===== src/hw/dbc_fifo.sv =====
// Intentionally empty: the staging FIFO module is defined with the top level in dbc_top.sv


===== src/pkg/dbc_pkg.sv =====
// Package for the DMA bus configuration block: register layout, encodings, timing
package dbc_pkg;
    // Register map (word addresses of the plain register port)
    localparam logic [3:0] ADDR_CONFIG = 4'h0;
    localparam logic [3:0] ADDR_STATUS = 4'h1;
    // Configuration register field positions
    localparam int TFT_LO = 0;
    localparam int RFT_LO = 2;
    localparam int BMS_BIT = 4;
    localparam int DW_BIT = 5;
    localparam int WC_LO = 6;
    localparam int USR_LO = 8;
    localparam int SYNC_READY_SELECT_BIT = 10;
    localparam logic [15:0] CONFIG_RESET = 16'h0000;
    localparam logic [15:0] CONFIG_WMASK = 16'h04FF;
    // Memory cycle floor in asynchronous ready mode, in bus clocks
    localparam logic [2:0] ASYNC_MIN_CLKS = 3'h3;
    // Receive and transmit thresholds in units (words or long words), per encoding
    localparam logic [3:0] RX_THR_W0 = 4'h2;
    localparam logic [3:0] RX_THR_W1 = 4'h4;
    localparam logic [3:0] RX_THR_W2 = 4'h8;
    localparam logic [3:0] RX_THR_W3 = 4'hC;
    localparam logic [3:0] RX_THR_L0 = 4'h1;
    localparam logic [3:0] RX_THR_L1 = 4'h2;
    localparam logic [3:0] RX_THR_L2 = 4'h4;
    localparam logic [3:0] RX_THR_L3 = 4'h6;
    localparam logic [3:0] TX_THR_W0 = 4'h4;
    localparam logic [3:0] TX_THR_W1 = 4'h8;
    localparam logic [3:0] TX_THR_W2 = 4'hC;
    localparam logic [3:0] TX_THR_W3 = 4'hE;
    localparam logic [3:0] TX_THR_L0 = 4'h2;
    localparam logic [3:0] TX_THR_L1 = 4'h4;
    localparam logic [3:0] TX_THR_L2 = 4'h6;
    localparam logic [3:0] TX_THR_L3 = 4'h7;
    // FIFO capacity in units; 32 bytes is 16 words or 8 long words
    localparam logic [4:0] FIFO_WORDS = 5'h10;
    localparam logic [4:0] FIFO_LONGS = 5'h08;

    // Memory cycle states
    typedef enum logic [1:0] {
        DBC_IDLE,
        DBC_ST1,
        DBC_ST2
    } dbc_bus_e;

    // Configuration fields as software sees them
    typedef struct packed {
        logic sync_ready_select;
        logic [1:0] user_strap_bits;
        logic [1:0] wait_state_count;
        logic path_width_select;
        logic burst_mode_select;
        logic [1:0] rx_fifo_level;
        logic [1:0] tx_fifo_level;
    } dbc_cfg_s;

    // Memory side ready inputs
    typedef struct packed {
        logic ready_input;
        logic [1:0] size_ack_inputs;
    } dbc_rdy_s;
endpackage


===== src/hw/dbc_top.sv =====
// DMA bus configuration: staging FIFO, register, ready qualification, wait states, bursts
//
// The address map and the strobed register port are this design's own decisions.
`timescale 1ns/1ps

// Small valid/ready FIFO between the MAC side and the DMA data path
module dbc_fifo #(
    parameter int WIDTH = 32,
    parameter int DEPTH = 4
) (
    input wire logic sys_clk,
    input wire logic srst,
    input wire logic in_valid,
    output logic in_ready,
    input wire logic [WIDTH-1:0] in_data,
    output logic out_valid,
    input wire logic out_ready,
    output logic [WIDTH-1:0] out_data,
    output logic [$clog2(DEPTH+1)-1:0] level
);
    localparam int AW = $clog2(DEPTH);
    localparam int CW = $clog2(DEPTH + 1);
    // Pointers and fill count together; the words themselves sit in the array
    typedef struct packed {
        logic [AW-1:0] wr;
        logic [AW-1:0] rd;
        logic [CW-1:0] cnt;
    } dbc_fifo_s;
    dbc_fifo_s f_q;
    dbc_fifo_s f_d;
    logic [WIDTH-1:0] mem_q [DEPTH];
    logic push;
    logic pop;

    // Honest full and empty straight from the count
    assign in_ready = (f_q.cnt != CW'(DEPTH));
    assign out_valid = (f_q.cnt != '0);
    assign push = in_valid && in_ready;
    assign pop = out_valid && out_ready;
    assign out_data = mem_q[f_q.rd];
    assign level = f_q.cnt;

    // Pointers wrap at the depth, which need not be a power of two
    always_comb begin
        f_d = f_q;
        if (push) begin
            f_d.wr = (f_q.wr == AW'(DEPTH - 1)) ? '0 : f_q.wr + 1'b1;
        end
        if (pop) begin
            f_d.rd = (f_q.rd == AW'(DEPTH - 1)) ? '0 : f_q.rd + 1'b1;
        end
        f_d.cnt = f_q.cnt + CW'(push) - CW'(pop);
    end

    // Storage is not reset; the count alone says which words are live
    always_ff @(posedge sys_clk) begin
        if (push) begin
            mem_q[f_q.wr] <= in_data;
        end
    end

    // Pointer and count register
    always_ff @(posedge sys_clk) begin
        if (srst) begin
            f_q <= '0;
        end else begin
            f_q <= f_d;
        end
    end
endmodule // dbc_fifo

module dbc_top #(
    parameter int DATA_W = 32,
    parameter int BUF_DEPTH = 4
) (
    input wire logic sys_clk,
    input wire logic srst,
    // Register port
    input wire logic [3:0] reg_addr,
    input wire logic [15:0] reg_wdata,
    input wire logic reg_wr,
    input wire logic reg_rd,
    output logic [15:0] reg_rdata,
    // Straps and memory-side ready
    input wire logic [1:0] user_strap_pins,
    input wire logic bus_mode_pin,
    input wire dbc_pkg::dbc_rdy_s rdy_in,
    // FIFO occupancy in units, from the MAC side
    input wire logic [4:0] rx_fifo_count,
    input wire logic [4:0] tx_fifo_count,
    // Memory cycle outputs
    output logic rx_dma_req,
    output logic tx_dma_req,
    output logic mem_cycle,
    output logic mem_dir_tx,
    output logic [1:0] bus_state,
    output logic wide_path,
    // Data staging buffer toward memory
    input wire logic data_in_valid,
    output logic data_in_ready,
    input wire logic [DATA_W-1:0] data_in,
    output logic [DATA_W-1:0] mem_wdata
);
    // State of the block, apart from the falling-edge synchroniser and the staging FIFO
    typedef struct packed {
        dbc_pkg::dbc_cfg_s cfg;
        dbc_pkg::dbc_bus_e st;
        logic tx;
        logic [1:0] waits;
        logic [2:0] clks;
        logic [4:0] moved;
        logic rdy_meta;
        logic rdy_sync;
        logic rd_pend;
        logic [15:0] rdata;
        logic strap_pend;
        logic [DATA_W-1:0] wdata;
    } dbc_state_s;

    dbc_state_s s_q;
    dbc_state_s s_d;
    logic fall_meta_q;
    logic fall_sync_q;
    logic raw_ready;
    logic ready_now;
    logic [3:0] rx_thr;
    logic [3:0] tx_thr;
    logic [4:0] cap;
    logic beat_done;
    logic burst_end;
    logic buf_valid;
    logic buf_pop;
    logic [DATA_W-1:0] buf_data;
    localparam int LW = $clog2(BUF_DEPTH + 1);
    logic [LW-1:0] buf_level;
    logic [15:0] cfg_wr;

    // Threshold decode, in words or long words by path width
    function automatic logic [3:0] thr_units(input logic rx, input logic [1:0] code,
                                             input logic wide);
        logic [3:0] t;
        t = 4'h0;
        case ({rx, wide, code})
            4'b1000: t = dbc_pkg::RX_THR_W0;
            4'b1001: t = dbc_pkg::RX_THR_W1;
            4'b1010: t = dbc_pkg::RX_THR_W2;
            4'b1011: t = dbc_pkg::RX_THR_W3;
            4'b1100: t = dbc_pkg::RX_THR_L0;
            4'b1101: t = dbc_pkg::RX_THR_L1;
            4'b1110: t = dbc_pkg::RX_THR_L2;
            4'b1111: t = dbc_pkg::RX_THR_L3;
            4'b0000: t = dbc_pkg::TX_THR_W0;
            4'b0001: t = dbc_pkg::TX_THR_W1;
            4'b0010: t = dbc_pkg::TX_THR_W2;
            4'b0011: t = dbc_pkg::TX_THR_W3;
            4'b0100: t = dbc_pkg::TX_THR_L0;
            4'b0101: t = dbc_pkg::TX_THR_L1;
            4'b0110: t = dbc_pkg::TX_THR_L2;
            default: t = dbc_pkg::TX_THR_L3;
        endcase
        return t;
    endfunction

    assign rx_thr = thr_units(1'b1, s_q.cfg.rx_fifo_level, s_q.cfg.path_width_select);
    assign tx_thr = thr_units(1'b0, s_q.cfg.tx_fifo_level, s_q.cfg.path_width_select);
    assign cap = s_q.cfg.path_width_select ? dbc_pkg::FIFO_LONGS : dbc_pkg::FIFO_WORDS;

    // Strap bits are not writable; the captured pair is folded back in
    assign cfg_wr = (reg_wdata & dbc_pkg::CONFIG_WMASK)
                  | ({14'h0, s_q.cfg.user_strap_bits} << dbc_pkg::USR_LO);

    // Ready source chosen by bus mode; either ack low means terminate
    assign raw_ready = bus_mode_pin ? ~(rdy_in.size_ack_inputs[0] & rdy_in.size_ack_inputs[1])
                                    : rdy_in.ready_input;

    // Falling-edge synchroniser; first stage feeds only the second
    always_ff @(negedge sys_clk) begin
        if (srst) begin
            fall_meta_q <= 1'b0;
            fall_sync_q <= 1'b0;
        end else begin
            fall_meta_q <= raw_ready;
            fall_sync_q <= fall_meta_q;
        end
    end

    // Async mode also requires the three-clock floor before ending
    assign ready_now = s_q.cfg.sync_ready_select ? raw_ready
                     : (s_q.rdy_sync && s_q.clks >= dbc_pkg::ASYNC_MIN_CLKS - 3'h1);

    assign beat_done = (s_q.st == dbc_pkg::DBC_ST2) && (s_q.waits == 2'h0) && ready_now;

    // End of burst: block mode counts threshold, empty/fill mode watches the FIFO
    always_comb begin
        if (s_q.cfg.burst_mode_select) begin
            burst_end = s_q.tx ? (s_q.moved + 5'h1 >= {1'b0, tx_thr})
                               : (s_q.moved + 5'h1 >= {1'b0, rx_thr});
        end else begin
            burst_end = s_q.tx ? (tx_fifo_count + 5'h1 >= cap)
                               : (rx_fifo_count <= 5'h1);
        end
    end

    assign rx_dma_req = rx_fifo_count >= {1'b0, rx_thr};
    assign tx_dma_req = tx_fifo_count < {1'b0, tx_thr};
    assign buf_pop = beat_done && !s_q.tx && buf_valid;

    dbc_fifo #(
        .WIDTH(DATA_W),
        .DEPTH(BUF_DEPTH)
    ) u_buf (
        .sys_clk(sys_clk),
        .srst(srst),
        .in_valid(data_in_valid),
        .in_ready(data_in_ready),
        .in_data(data_in),
        .out_valid(buf_valid),
        .out_ready(buf_pop),
        .out_data(buf_data),
        .level(buf_level)
    );

    // Next-state logic: register port, strap capture, memory cycle sequencing
    always_comb begin
        s_d = s_q;
        s_d.rd_pend = 1'b0;
        s_d.rdy_meta = 1'b0;
        s_d.rdy_sync = fall_sync_q;
        if (reg_wr && reg_addr == dbc_pkg::ADDR_CONFIG) begin
            s_d.cfg = dbc_pkg::dbc_cfg_s'(cfg_wr[10:0]);
        end
        if (s_q.strap_pend) begin
            s_d.cfg.user_strap_bits = user_strap_pins;
            s_d.strap_pend = 1'b0;
        end
        if (reg_rd) begin
            s_d.rd_pend = 1'b1;
            case (reg_addr)
                dbc_pkg::ADDR_CONFIG: s_d.rdata = {5'h0, s_q.cfg};
                dbc_pkg::ADDR_STATUS: s_d.rdata = {10'h0, s_q.tx, s_q.moved};
                default: s_d.rdata = 16'h0000;
            endcase
        end
        case (s_q.st)
            dbc_pkg::DBC_IDLE: begin
                s_d.moved = 5'h0;
                s_d.clks = 3'h0;
                if (rx_dma_req && buf_valid) begin
                    s_d.st = dbc_pkg::DBC_ST1;
                    s_d.tx = 1'b0;
                end else if (tx_dma_req) begin
                    s_d.st = dbc_pkg::DBC_ST1;
                    s_d.tx = 1'b1;
                end
            end
            dbc_pkg::DBC_ST1: begin
                s_d.st = dbc_pkg::DBC_ST2;
                s_d.waits = s_q.cfg.wait_state_count;
                s_d.clks = 3'h1;
                if (!s_q.tx) begin
                    s_d.wdata = buf_data;
                end
            end
            dbc_pkg::DBC_ST2: begin
                if (s_q.clks != 3'h7) begin
                    s_d.clks = s_q.clks + 3'h1;
                end
                if (s_q.waits != 2'h0) begin
                    s_d.waits = s_q.waits - 2'h1;
                end else if (beat_done) begin
                    s_d.moved = s_q.moved + 5'h1;
                    s_d.clks = 3'h0;
                    // Receive stops on the beat that takes the last buffered word
                    if (burst_end || (!s_q.tx && buf_level <= LW'(1))) begin
                        s_d.st = dbc_pkg::DBC_IDLE;
                    end else begin
                        s_d.st = dbc_pkg::DBC_ST1;
                    end
                end
            end
            default: s_d.st = dbc_pkg::DBC_IDLE;
        endcase
    end

    // Reset loads constants; straps are caught on the first edge after release
    always_ff @(posedge sys_clk) begin
        if (srst) begin
            s_q <= '0;
            s_q.cfg <= dbc_pkg::dbc_cfg_s'(dbc_pkg::CONFIG_RESET[10:0]);
            s_q.st <= dbc_pkg::DBC_IDLE;
            s_q.strap_pend <= 1'b1;
        end else begin
            s_q <= s_d;
        end
    end

    assign reg_rdata = s_q.rd_pend ? s_q.rdata : 16'h0000;
    assign mem_cycle = s_q.st != dbc_pkg::DBC_IDLE;
    assign mem_dir_tx = s_q.tx;
    assign bus_state = s_q.st;
    assign wide_path = s_q.cfg.path_width_select;
    // Narrow path keeps the upper half quiet
    assign mem_wdata = s_q.cfg.path_width_select ? s_q.wdata
                     : {{(DATA_W-16){1'b0}}, s_q.wdata[15:0]};
endmodule // dbc_top


===== config.mk =====
export PLATFORM = sky130hd
export DESIGN_NAME = dbc_top
export DESIGN_NICKNAME = d
export VERILOG_FILES = /design/src/hw/dbc_fifo.sv /design/src/pkg/dbc_pkg.sv /design/src/hw/dbc_top.sv
export SDC_FILE = /design/constraint.sdc
export NUM_CORES = 1
export LEC_CHECK = 0
export ABC_AREA = 1
export ABC_CLOCK_PERIOD_IN_PS = 2300
export BUFFER_PORTS_ARGS = -buffer_cell sky130_fd_sc_hd__buf_2
export CAP_MARGIN = 20
export CORE_UTILIZATION = 23
export CTS_BUF_LIST = sky130_fd_sc_hd__clkbuf_8
export CTS_CLUSTER_SIZE = 40
export DETAILED_ROUTE_END_ITERATION = 10
export SLEW_MARGIN = 20
export SYNTH_ARGS = -nofsm -noshare
export SYNTH_HDL_FRONTEND = slang
export SYNTH_SLANG_ARGS = --single-unit

===== constraint.sdc =====
create_clock -name sys_clk -period 2.3 [get_ports sys_clk]
set_input_delay 0.345 -clock sys_clk [delete_from_list [all_inputs] [get_ports sys_clk]]
set_output_delay 0.345 -clock sys_clk [all_outputs]
set_load 0.02 [all_outputs]

After elaboration in Yosys (flattened, before gate mapping). Memory sizes are Yosys's and may differ from the RTL's. A register that Yosys moved wholly into a read port is not among the register bits. Index checks and enable logic that the tools add are counted.

Register bits: 84. Logic and storage cells: 136. Memories: 1. Input port bits: 73. RAM bits: 128.

Memories: u_buf.mem_q (words 4, width 32, rd ports 1, clocked after Yosys merged registers in 1, write ports 1, RTL line dbc_top.sv:31) `logic [WIDTH-1:0] mem_q [DEPTH];`.

Muxes and demuxes: 36. Equality and inequality tests: 24. Bitwise logic cells: 4. Magnitude comparators: 8. Reduce and logical (&&, ||, !) cells: 33. Add/sub/neg operators: 8.

Operators by type and width (number): 2-to-1 mux 32 bit (3); one-hot mux 4 bit (6 select lines) (2); 2-to-1 mux 33 bit (1); one-hot mux 11 bit (2 select lines) (1); == test 3 bit, second input constant (7); 2-to-1 mux 17 bit (1); 2-to-1 mux 16 bit (1); 2-to-1 mux 2 bit (8); 2-to-1 mux 8 bit (2); greater-or-equal comparator 5 x 4 -> 1 bit (3); == test 3 x 2 -> 1 bit, second input constant (4); nonzero test 2 bit (6); bitwise OR 11 x 10 -> 11 bit (1); adder 5 x 1 -> 5 bit, second input constant (2); logical AND 1 bit (10); 2-to-1 mux 10 bit (1); one-hot mux 5 bit (2 select lines) (1); 2-to-1 mux 3 bit (3); inequality test 3 bit, second input constant (3); one-hot mux 3 bit (3 select lines) (1); 2-to-1 mux 1 bit (8); == test 2 bit, second input constant (3); == test 3 x 1 -> 1 bit, second input constant (2); zero test 3 bit (2); 27 further kinds (37).

Logic depth before layout (Yosys ltp). Gate-level depths: netlist (run 1).

Word-level depth: 11. Gate-level depth with buffers: 19. Depth with buffers taken out: 19.

Cells and area by module. Synthesis (run 1) repeated with hierarchy kept, for this count alone.

Cell total of the unflattened synthesis: 922. Area, all modules: 9081.2 sq um.

Modules (own cells, without submodules): dbc_fifo (cells each 379, times used 1, seq. area each 4023.9 sq um, area an instance 5293.8 sq um); dbc_top (cells each 543, times used 1, seq. area each 1441.4 sq um, area an instance 3787.4 sq um).

==> impl_results.md, run 1 <==
* Gp weighted congestion at 0.7807
* Post-synth top area cell: edfxtp_1
* Critical Path RT at between 1.5 and 2 ns
* Total GRT Usage at 0.1106
* Setup WS post-layout at -0.1031 ns
* Total of max-cap violations at 0
* Area of the multi-input gates at ~3000 µm²
* WS Path Type: reg -> out
* IO Count at between 100 and 150
* Antenna diodes at 0
* CTS Root Cell: clkbuf_8
* Max_slew headroom at 0.5852
* CTS tree: yes
* DP HPWL at between 10 and 15 mm
* Die width at ~200 µm
* Mean Syn Cell Area at slightly below 10 µm²
* Failing checks: negative setup slack
* Yosys top cell area share at 0.4210
* Worst clock skew at around 0.021 ns
* Fmax at about 420 MHz
* CP Capture Point: tx_dma_req
* CP endpoint kind: primary output
* Row cnt at between 70 and 80
* Area contributors post-synth: edfxtp_1 42%, dfxtp_1 18%, inv_1 6.4%, nor2_1 5.5%, o21ai_0 4.5%
* Clock sinks at around 210
* Async set or reset register ratio after synthesis at 0
* Synth Instances at roughly 940
* Reg2reg end: bus_state[0]$_SDFFE_PP0P_
* Fin. max-slew vios at 0
* Leak at 5.061 nW
* Total design power at 0.01041 W
* Most frequent cells in the layout: 153 x inv_1, 128 x nor2_1, 128 x edfxtp_1
* Peak VDD IR at around 440 µV
* Area grow syn2layout at 29.22%
* Detail Route Antenna Nets at 0
* Drt wl/cell at 13.40 µm
* CP Launch Point: wide_path$_SDFFE_PP0P_
* Die footprint at around 40000 µm²
* Critical path fanouts, max at 6
* Register Area at around 5500 µm²
* Fin crit period at 2.403 ns
* Drc violations at 0
* Antenna violations before repair at 1
* RSZ-0062 raised after global routing: true
* R2R cell count at 16
* Post-synthesis register bit count at about 210
* Core footprint at 38920 µm²
* Cell Area, Synth at a little over 9000 µm²
* Clock H-tree levels at 2
* Critical path data arrival time at approximately 2 ns
* Inserted Clock Buffers at 37
* Worst R2R Start: wide_path$_SDFFE_PP0P_
* Vias/cell at 4.072
* # fillers at 4040
* Dpl ws at -0.03424 ns
* Fin. Hold Viols at 0
* DR vias at between 6000 and 7000
* PD cells at around 880 nW/µm²
* Largest net degree at the start of global routing at 50
* YS warnings at 0
* DRT Pass-1 Iters at 4
* Post-synth EDFFs at roughly 130
* # setup viols final at 2
* Outcome: finished, violations left
* Die Y at between 200 and 250 µm
* Period utilization at 1.045
* Unique masters post-synth at 35
* PortBufs at about 120
* Starting Density at 0.2346
* Grt ovf at 0
* Ys flop type: edfxtp_1
* Layout net count at approximately 1200
* Slew at the pin with the worst max-slew slack at between 0.6 and 0.7 ns
* Worst setup SP type: flop
* Worst skew pair latency at 0.56 ns
* First DRT Iteration DRCs at 285
* CTS max path bufs at 3
* Setup Total Neg Slack at -0.1511 ns
* Share of layout cells above drive strength 1 at 0.2364
* Reg2Reg Setup Slack at 0.08 ns
* Most common cell after layout, fill and taps aside: inv_1
* Min-Delay Path Class: in -> reg
* Sequential area share after synthesis at 0.5986
* Worst-path clk slew at ~0.06 ns
* Routed Wire Length at about 22 mm
* Vias in the first global route at roughly 6800
* Hold path depth at 3
* Global-route wire length before repair at between 30 and 40 mm
==> cell usage after synthesis, types with 2 or more instances <==
library cell and n:
inv_1 156, nor2_1 134, edfxtp_1 128, nand2_1 93, o21ai_0 83, dfxtp_1 81, a21oi_1 66, ha_1 33
o32ai_1 32, clkbuf_1 31, buf_4 23, nand3_1 18, o21ai_1 9, buf_2 8, o221ai_1 6, xor2_1 6
nor3_1 5, inv_2 3, a31oi_1 2, nand4_1 2, o21a_1 2, or2_2 2
==> cell families (layout without fill, tap and decap cells) <==
kind of cell               after synthesis  count (layout)  synth area share
AOI/OAI and AO/OA                      205             205            0.1305
xor gates and xnor gates                 7               7          0.006715
adders and majority gates               34              34           0.04742
buffers and inverters                  222             420            0.1026
DFF                                    209             209            0.5986
other                                    1               5         0.0004107
and+or+nand+nor                        258             258            0.1137
==> what timing repair did <==
action	4_1_cts	5_1_grt
pin swaps	9	16
hold buffers	35	0
resized for setup	29	29
buffers inserted	8	6
setup endpoints to repair	3	5
hold endpoints to repair	131	0
==> critical path: stages (launching register included) <==
cell and delay (ns):
dfxtp_4 0.38, inv_6 0.09, nand2_2 0.05, a21oi_2 0.16, ha_1 0.27, nand2_1 0.07
nor2_1 0.05, o21ai_1 0.13, nand3_4 0.11, inv_2 0.09, buf_6 0.11
==> metrics by stage <==
stage | hold slack [ns] | cell area, µm² | utilization | std cells
after floorplan | 0.3727 | 9159 | - | 940
after global placement | 0.3934 | 10370 | 0.2664 | 1539
after detailed placement | 0.3988 | 10370 | 0.2664 | 1539
after CTS | 0.004450 | 11650 | 0.2994 | 1650
after global routing | 0.03757 | 11800 | 0.3031 | 1656
final | 0.07862 | 11800 | 0.3031 | 1656
==> sequential cells by signal (all words and copies together) (netlist names), named ones only <==
| signal | flops |
|---|---|
| wide_path | 1 |
| s_q | 66 |
| bus_state | 2 |
| fall_sync_q | 1 |
| mem_dir_tx | 1 |
| u_buf.level | 3 |
| u_buf.f_q | 4 |
| u_buf.mem_q | 128 |
| fall_meta_q | 1 |
==> worst min-delay path by stage <==
stage	slack, ns	to	startpoint
2_1_floorplan	0.37	s_q[32]$_DFF_P_	srst
4_1_cts	0.004	s_q[68]$_SDFFE_PP0P_	reg_wdata[3]
3_5_place_dp	0.40	fall_sync_q$_SDFF_NP0_	fall_meta_q$_SDFF_NP0_
5_1_grt	0.04	s_q[67]$_SDFFE_PP0P_	reg_wdata[2]
6_report	0.08	s_q[67]$_SDFFE_PP0P_	reg_wdata[2]
3_3_place_gp	0.39	fall_sync_q$_SDFF_NP0_	fall_meta_q$_SDFF_NP0_
==> layer usage <==
metal	vias to the layer above	GRT usage	part of all wire
met5	-	0	0.00059
met4	2	0.04031	0.019
met3	34	0.02948	0.050
met2	139	0.1886	0.48
met1	3128	0.1333	0.45
li1	3440	-	-
==> cell type report <==
class,instances,share of cell area
inverters,158,0.05133
well taps,518,0.05494
clock inverters,23,0.01347
multi-input cells,509,0.2477
flip-flops and latches,209,0.4647
clock buffers,46,0.05366
repair buffers,193,0.1141
==> where the power goes <==
| group | internal [W] | leakage [nW] | switching (W) |
|---|---|---|---|
| sequential | 0.00450 | 1.84 | 0.000197 |
| clock | 0.00205 | 0.434 | 0.00155 |
| combinational | 0.000772 | 2.78 | 0.00135 |
No activity file was read; power rests on OpenSTA's default activity.
==> run 2: changes to the inputs <==
--- a/config.mk
+++ b/config.mk
@@ -9,10 +9,12 @@
 export ABC_CLOCK_PERIOD_IN_PS = 2300
 export BUFFER_PORTS_ARGS = -buffer_cell sky130_fd_sc_hd__buf_2
 export CAP_MARGIN = 20
+export CORE_MARGIN = 2
 export CORE_UTILIZATION = 23
 export CTS_BUF_LIST = sky130_fd_sc_hd__clkbuf_8
 export CTS_CLUSTER_SIZE = 40
 export DETAILED_ROUTE_END_ITERATION = 10
+export HOLD_SLACK_MARGIN = 0.1
 export SLEW_MARGIN = 20
 export SYNTH_ARGS = -nofsm -noshare
 export SYNTH_HDL_FRONTEND = slang
==> impl_results.md, run 2 (same netlist as run 1, synthesis figures left out) <==
* Hold path startpoint: reg_wdata[10]
* Fin. max-slew vios at 0
* Worst skew pair latency at between 0.5 and 0.6 ns
* Met2 GRT Util at 0.1819
* Critical path fanouts, max at 7
* Layout net count at roughly 1200
* Leak at 5.059 nW
* Fin. Hold Viols at 0
* Grt ovf at 0
* Starting Density at 0.2346
* DRT Pass-1 Iters at 4
* Worst path bufs/invs at 3
* Reg2reg end: u_buf.level[1]$_SDFF_PP0_
* CTS max path bufs at 3
* Total of max-cap violations at 0
* Worst-path clk slew at approximately 0.06 ns
* Vias in the first global route at approximately 6700
* Vias/cell at 4.082
* CP Launch Point: wide_path$_SDFFE_PP0P_
* Worst-path cell chain: inv_6 -> nand2_2 -> a21oi_2 -> ha_1 -> a21oi_2 -> or2_4 -> nand3_4 -> inv_4 -> buf_6
* Placed insts at 1540
* Critical path data arrival time at about 2 ns
* Largest net degree at the start of global routing at 65
* WS Path Type: reg -> out
* Worst setup SP type: flop
* Fmax at ~410 MHz
* Clock sinks at around 210
* Reg2Reg Setup Slack at ~0.11 ns
* Row cnt at around 70
* PortBufs at between 100 and 150
* CP endpoint kind: primary output
* Drt wl/cell at 13.51 µm
* Gp weighted congestion at ~0.81
* Die Y at slightly above 200 µm
* First DRT Iteration DRCs at ~320
* Period utilization at 1.048
* DR vias at approximately 6800
* Worst clock skew at around 0.029 ns
* Die width at approximately 200 µm
* Most frequent cells in the layout: 158 x inv_1, 128 x nor2_1, 128 x edfxtp_1
* Fin crit period at between 2 and 2.5 ns
* CP top delay family: flip-flops
* DP HPWL at 14.61 mm
* Slowest stage cell on the critical path: dfxtp_4
* Total GRT Usage at 0.1069
* Routed Wire Length at around 22 mm
* Min-Delay Path Class: in -> reg
* Global-route wire length before repair at roughly 35 mm
* PD cells at approximately 860 nW/µm²
* Failing checks: negative setup slack
* Most frequent CP cell: a21oi_2
* CTS Root Cell: clkbuf_8
* Total design power at slightly above 0.01 W
* Most common cell after layout, fill and taps aside: inv_1
* IO Count at around 130
* R2R cell count at 14
* Slew at the pin with the worst max-slew slack at 0.6115 ns
* Clock H-tree levels at 2
* # fillers at slightly above 4000
* Antenna violations before repair at 2
* Met1 Track Usage GR at 0.1276
* Largest Register: u_buf.mem_q
* Max_slew headroom at 0.5923
* Largest registers: u_buf.mem_q (128), s_q (66), u_buf.f_q (4)
* GRT busiest layer: met2
* Setup WS post-layout at -0.1100 ns
* Outcome: finished, violations left
* CP max stage delay at about 0.4 ns
* Detail Route Antenna Nets at 0
* Met3 Use GR at 0.02844
* Critical Path RT at 1.96 ns
* Peak VDD IR at roughly 300 µV
* Worst R2R Start: s_q[57]$_SDFFE_PP0P_
* # setup viols final at 2
* CTS tree: yes
* Drc violations at 0
* Max FFs per register at between 100 and 150
* RSZ-0062 raised after global routing: true
* Die footprint at just over 40000 µm²
* Worst Hold Path EP: s_q[75]$_SDFFE_PP0P_
* Share of layout cells above drive strength 1 at 0.2212
* Core footprint at 38920 µm²
* Area grow syn2layout at 28.96%
* Hold path depth at 3
* Inserted Clock Buffers at 37
* Final Non-Filler Cells at about 1700
run 2: power by group:
part	internal (W)	switching (W)	total, W
registers	0.00450	0.000204	0.00471
clock network	0.00174	0.00153	0.00327
logic	0.000786	0.00135	0.00214
run 2: worst max path at each step:
stage / endpoint / cells past startpoint
2_1_floorplan: u_buf.mem_q[0][0]$_DFFE_PP_ / 4
3_3_place_gp: u_buf.level[2]$_SDFF_PP0_ / 15
3_5_place_dp: u_buf.level[2]$_SDFF_PP0_ / 16
4_1_cts: rx_dma_req / 8
5_1_grt: tx_dma_req / 9
6_report: tx_dma_req / 9
run 2: cell type report:
class	instances	area (µm²)	area share
antenna	2	5.005	0.0004251
clock buffer	40	550.5	0.04676
clock inverter	30	166.4	0.01413
inverter	158	603.1	0.05122
multi-input combinational	509	2912	0.2473
sequential	209	5478	0.4652
tap	518	648.1	0.05505
timing repair buffer	198	1411	0.1199
run 2: timing repair:
item	CTS	global route
setup endpoints to repair	2	5
endpoints found under the hold margin	137	0
hold buffers	41	0
pin swaps	11	12
gates resized for setup	29	19
buffers inserted	8	4
run 2: metrics by stage:
stage / instance area (µm²) / util / hold WS [ns] / setup WS (ns) / setup TNS [ns]
after floorplan: 9159 / - / 0.3727 / -0.3594 / -46.00
after global placement: 10400 / 0.2672 / 0.3988 / -0.07129 / -0.07269
after detailed placement: 10400 / 0.2672 / 0.4054 / -0.07801 / -0.08044
after CTS: 11670 / 0.2998 / 0.1013 / -0.1137 / -0.2151
after global routing: 11770 / 0.3025 / 0.1200 / -0.2199 / -0.4982
final: 11770 / 0.3025 / 0.1468 / -0.1100 / -0.1677
run 2: worst register-to-register path, cell delays in order, from the launching register on:
cell     delay [ns]
dfxtp_2        0.32
inv_1          0.04
ha_2           0.16
o31ai_1        0.23
nand2_1        0.09
nand3_2        0.08
inv_2          0.04
nand3_2        0.07
inv_2          0.05
ha_4           0.21
inv_4          0.05
ha_4           0.12
inv_2          0.04
fa_2           0.52
nor2_1         0.04
run 2: metal layers:
| metal | share of wire | wire, µm |
|---|---|---|
| met2 | 0.48 | 10700 |
| met3 | 0.059 | 1334 |
| met1 | 0.44 | 9808 |
| met5 | 0 | 0 |
| met4 | 0.029 | 641 |
==> run 3: changes to the inputs <==
--- a/config.mk
+++ b/config.mk
@@ -9,12 +9,15 @@
 export ABC_CLOCK_PERIOD_IN_PS = 2300
 export BUFFER_PORTS_ARGS = -buffer_cell sky130_fd_sc_hd__buf_2
 export CAP_MARGIN = 20
+export CELL_PAD_IN_SITES_DETAIL_PLACEMENT = 1
+export CELL_PAD_IN_SITES_GLOBAL_PLACEMENT = 2
 export CORE_MARGIN = 2
 export CORE_UTILIZATION = 23
 export CTS_BUF_LIST = sky130_fd_sc_hd__clkbuf_8
 export CTS_CLUSTER_SIZE = 40
 export DETAILED_ROUTE_END_ITERATION = 10
 export HOLD_SLACK_MARGIN = 0.1
+export PLACE_DENSITY_LB_ADDON = 0.1
 export SLEW_MARGIN = 20
 export SYNTH_ARGS = -nofsm -noshare
 export SYNTH_HDL_FRONTEND = slang
==> impl_results.md, run 3 (same netlist as run 1, synthesis figures left out) <==
* Worst path bufs/invs at 1
* R2R cell count at 14
* Clock H-tree levels at 2
* Slowest stage cell on the critical path: dfxtp_4
* Worst R2R Start: s_q[57]$_SDFFE_PP0P_
* Total of max-cap violations at 0
* Largest Register: u_buf.mem_q
* CP max stage delay at between 0.4 and 0.5 ns
* # fillers at roughly 4500
* # setup viols final at 2
* Inserted Clock Buffers at 42
* Critical path fanouts, max at 6
* Final instance area at around 12000 µm²
* CTS Root Cell: clkbuf_8
* Die footprint at between 40000 and 50000 µm²
* DRT Pass-1 Iters at 4
* Fin crit period at around 2.4 ns
* DP HPWL at approximately 17 mm
* Switching Share at 0.3052
* Clock sinks at between 200 and 250
* Most frequent cells in the layout: 166 x inv_1, 128 x edfxtp_1, 127 x nor2_1
* Reg2Reg Setup Slack at about 0.14 ns
* Setup WS post-layout at -0.07804 ns
* Outcome: finished, violations left
* Fmax at ~420 MHz
* Slew at the pin with the worst max-slew slack at between 0.5 and 0.6 ns
* Row cnt at slightly above 70
* Pint at roughly 0.0073 W
* DR vias at 6937
* CTS max path bufs at 3
* Drc violations at 0
* Detail Route Antenna Nets at 0
* Largest registers: u_buf.mem_q (128), s_q (66), u_buf.f_q (4)
* CP Capture Point: rx_dma_req
* Share of layout cells above drive strength 1 at 0.2370
* Starting Density at 0.2346
* Vias in the first global route at between 7000 and 8000
* DP Area at between 10000 and 15000 µm²
* CTS tree: yes
* Crit path depth at 7
* Area grow syn2layout at 31.67%
* Failing checks: negative setup slack
* Grt ovf at 0
* CP Launch Point: wide_path$_SDFFE_PP0P_
* Core footprint at roughly 40000 µm²
* Register Area at 5482 µm²
* IO Count at around 130
* Clock power share at 0.341
* Die Y at between 200 and 250 µm
* First DRT Iteration DRCs at ~170
* Worst clock skew at approximately 0.025 ns
* Gate power share at 0.210
* Fin. max-slew vios at 0
* Global-route wire length before repair at approximately 40 mm
* Reg2reg end: u_buf.level[1]$_SDFF_PP0_
* WS Path Type: reg -> out
* Largest net degree at the start of global routing at 65
* Max FFs per register at 128
* Worst-path clk slew at ~0.05 ns
* Most common cell after layout, fill and taps aside: inv_1
* Worst skew pair latency at around 0.57 ns
* CP top delay family: simple AND/OR/NAND/NOR gates
* Worst setup SP type: flop
* Core Util, Final at 0.3089
* Drt wl/cell at 15.35 µm
* Peak VDD IR at a little over 400 µV
* Fin. Hold Viols at 0
* CP endpoint kind: primary output
* Die width at just over 200 µm
* RSZ-0062 raised after global routing: true
* Max_slew headroom at 0.6193
* Total GRT Usage at 0.1257
* Area of the multi-input gates at 2915 µm²
* Antenna violations before repair at 3
* Sequential power share at 0.449
* PortBufs at around 120
* Period utilization at 1.034
* Vias/cell at about 4.1
* Critical path data arrival time at 2.03 ns
* Layout net count at approximately 1200
* Worst-path cell chain: nor2_4 -> nand3b_1 -> ha_1 -> nand4_1 -> or2_0 -> nand3_2 -> buf_6
* PD cells at between 800 and 900 nW/µm²
* Routed Wire Length at 25.93 mm
* Net Switching at between 0.003 and 0.004 W
* Gp weighted congestion at between 0.6 and 0.7
* Critical Path RT at just under 2 ns
* Leak at about 5.2 nW
* Min-Delay Path Class: in -> reg
[run 3: changes by cell type in the layout (fill, tap and decap cells not counted), sizes merged]
cell / before / now
clkinv: 14 / 7
bufinv: 1 / 0
clkinvlp: 3 / 0
dlygate4sd3: 41 / 44
buf: 157 / 171
clkbuf: 40 / 49
inv: 170 / 180
[run 3: power groups by stage]
stage / Combinational (W) / Sequential [W] / Clock, W
floorplan: 0.00142 / 0.00475 / 0.00000817
global placement: 0.00216 / 0.00478 / 0.00000817
detailed placement: 0.00216 / 0.00478 / 0.00000817
CTS: 0.00226 / 0.00471 / 0.00375
global route: 0.00251 / 0.00476 / 0.00391
finish: 0.00220 / 0.00470 / 0.00356
[run 3: worst min path at each step]
| stage | startpoint | endpoint | slack [ns] | cells past startpoint |
|---|---|---|---|---|
| final | reg_wr | s_q[72]$_SDFFE_PP0P_ | 0.16 | 3 |
| after global routing | reg_wdata[6] | s_q[71]$_SDFFE_PP0P_ | 0.13 | 3 |
| after CTS | reg_wdata[6] | s_q[71]$_SDFFE_PP0P_ | 0.11 | 3 |
| after detailed placement | fall_meta_q$_SDFF_NP0_ | fall_sync_q$_SDFF_NP0_ | 0.40 | 2 |
| after global placement | fall_meta_q$_SDFF_NP0_ | fall_sync_q$_SDFF_NP0_ | 0.39 | 2 |
| after floorplan | srst | s_q[32]$_DFF_P_ | 0.37 | 0 |
[run 3: routing by layer]
layer / wire, µm / global-route usage / up-vias
met5: 13 / 0 / -
met4: 460 / 0.03650 / 2
met3: 1032 / 0.02812 / 42
met2: 12620 / 0.2200 / 109
met1: 11810 / 0.1544 / 3271
li1: - / - / 3513
[run 3: cell type report]
type,instances,share of cell area
clock inverter,29,0.01103
timing repair buffer,215,0.1303
multi-input combinational,509,0.2425
tap,518,0.05391
inverter,158,0.04975
clock buffer,49,0.05610
antenna,2,0.0004163
sequential,209,0.4560
[run 3: what timing repair did]
action	4_1_cts	5_1_grt
endpoints found under the setup margin	3	5
setup buffers	12	7
hold buffers	44	0
pin swaps	16	12
cloned	0	0
gates resized for setup	33	19
endpoints found under the hold margin	137	0
[run 3: per-stage QoR]
stage          cells  total power (W)  worst slack, ns  hold slack (ns)  setup TNS (ns)
6_report        1689          0.01046         -0.07804           0.1557         -0.1561
5_1_grt         1689          0.01118          -0.2122           0.1336         -0.4125
4_1_cts         1680          0.01072          -0.1358           0.1089         -0.2685
3_5_place_dp    1547         0.006954         -0.05083           0.4019        -0.05083
3_3_place_gp    1547         0.006940         -0.04537           0.3947        -0.04537
2_1_floorplan    940         0.006177          -0.3594           0.3727          -46.00
[run 3: worst register-to-register path: cells and delay by family, from the launching register on]
kind / cells / cell delay (ns)
buffers and inverters: 5 / 0.23
DFF: 1 / 0.32
and+or+nand+nor: 4 / 0.27
AOI/OAI and AO/OA: 1 / 0.17
adders and majority gates: 4 / 1.04
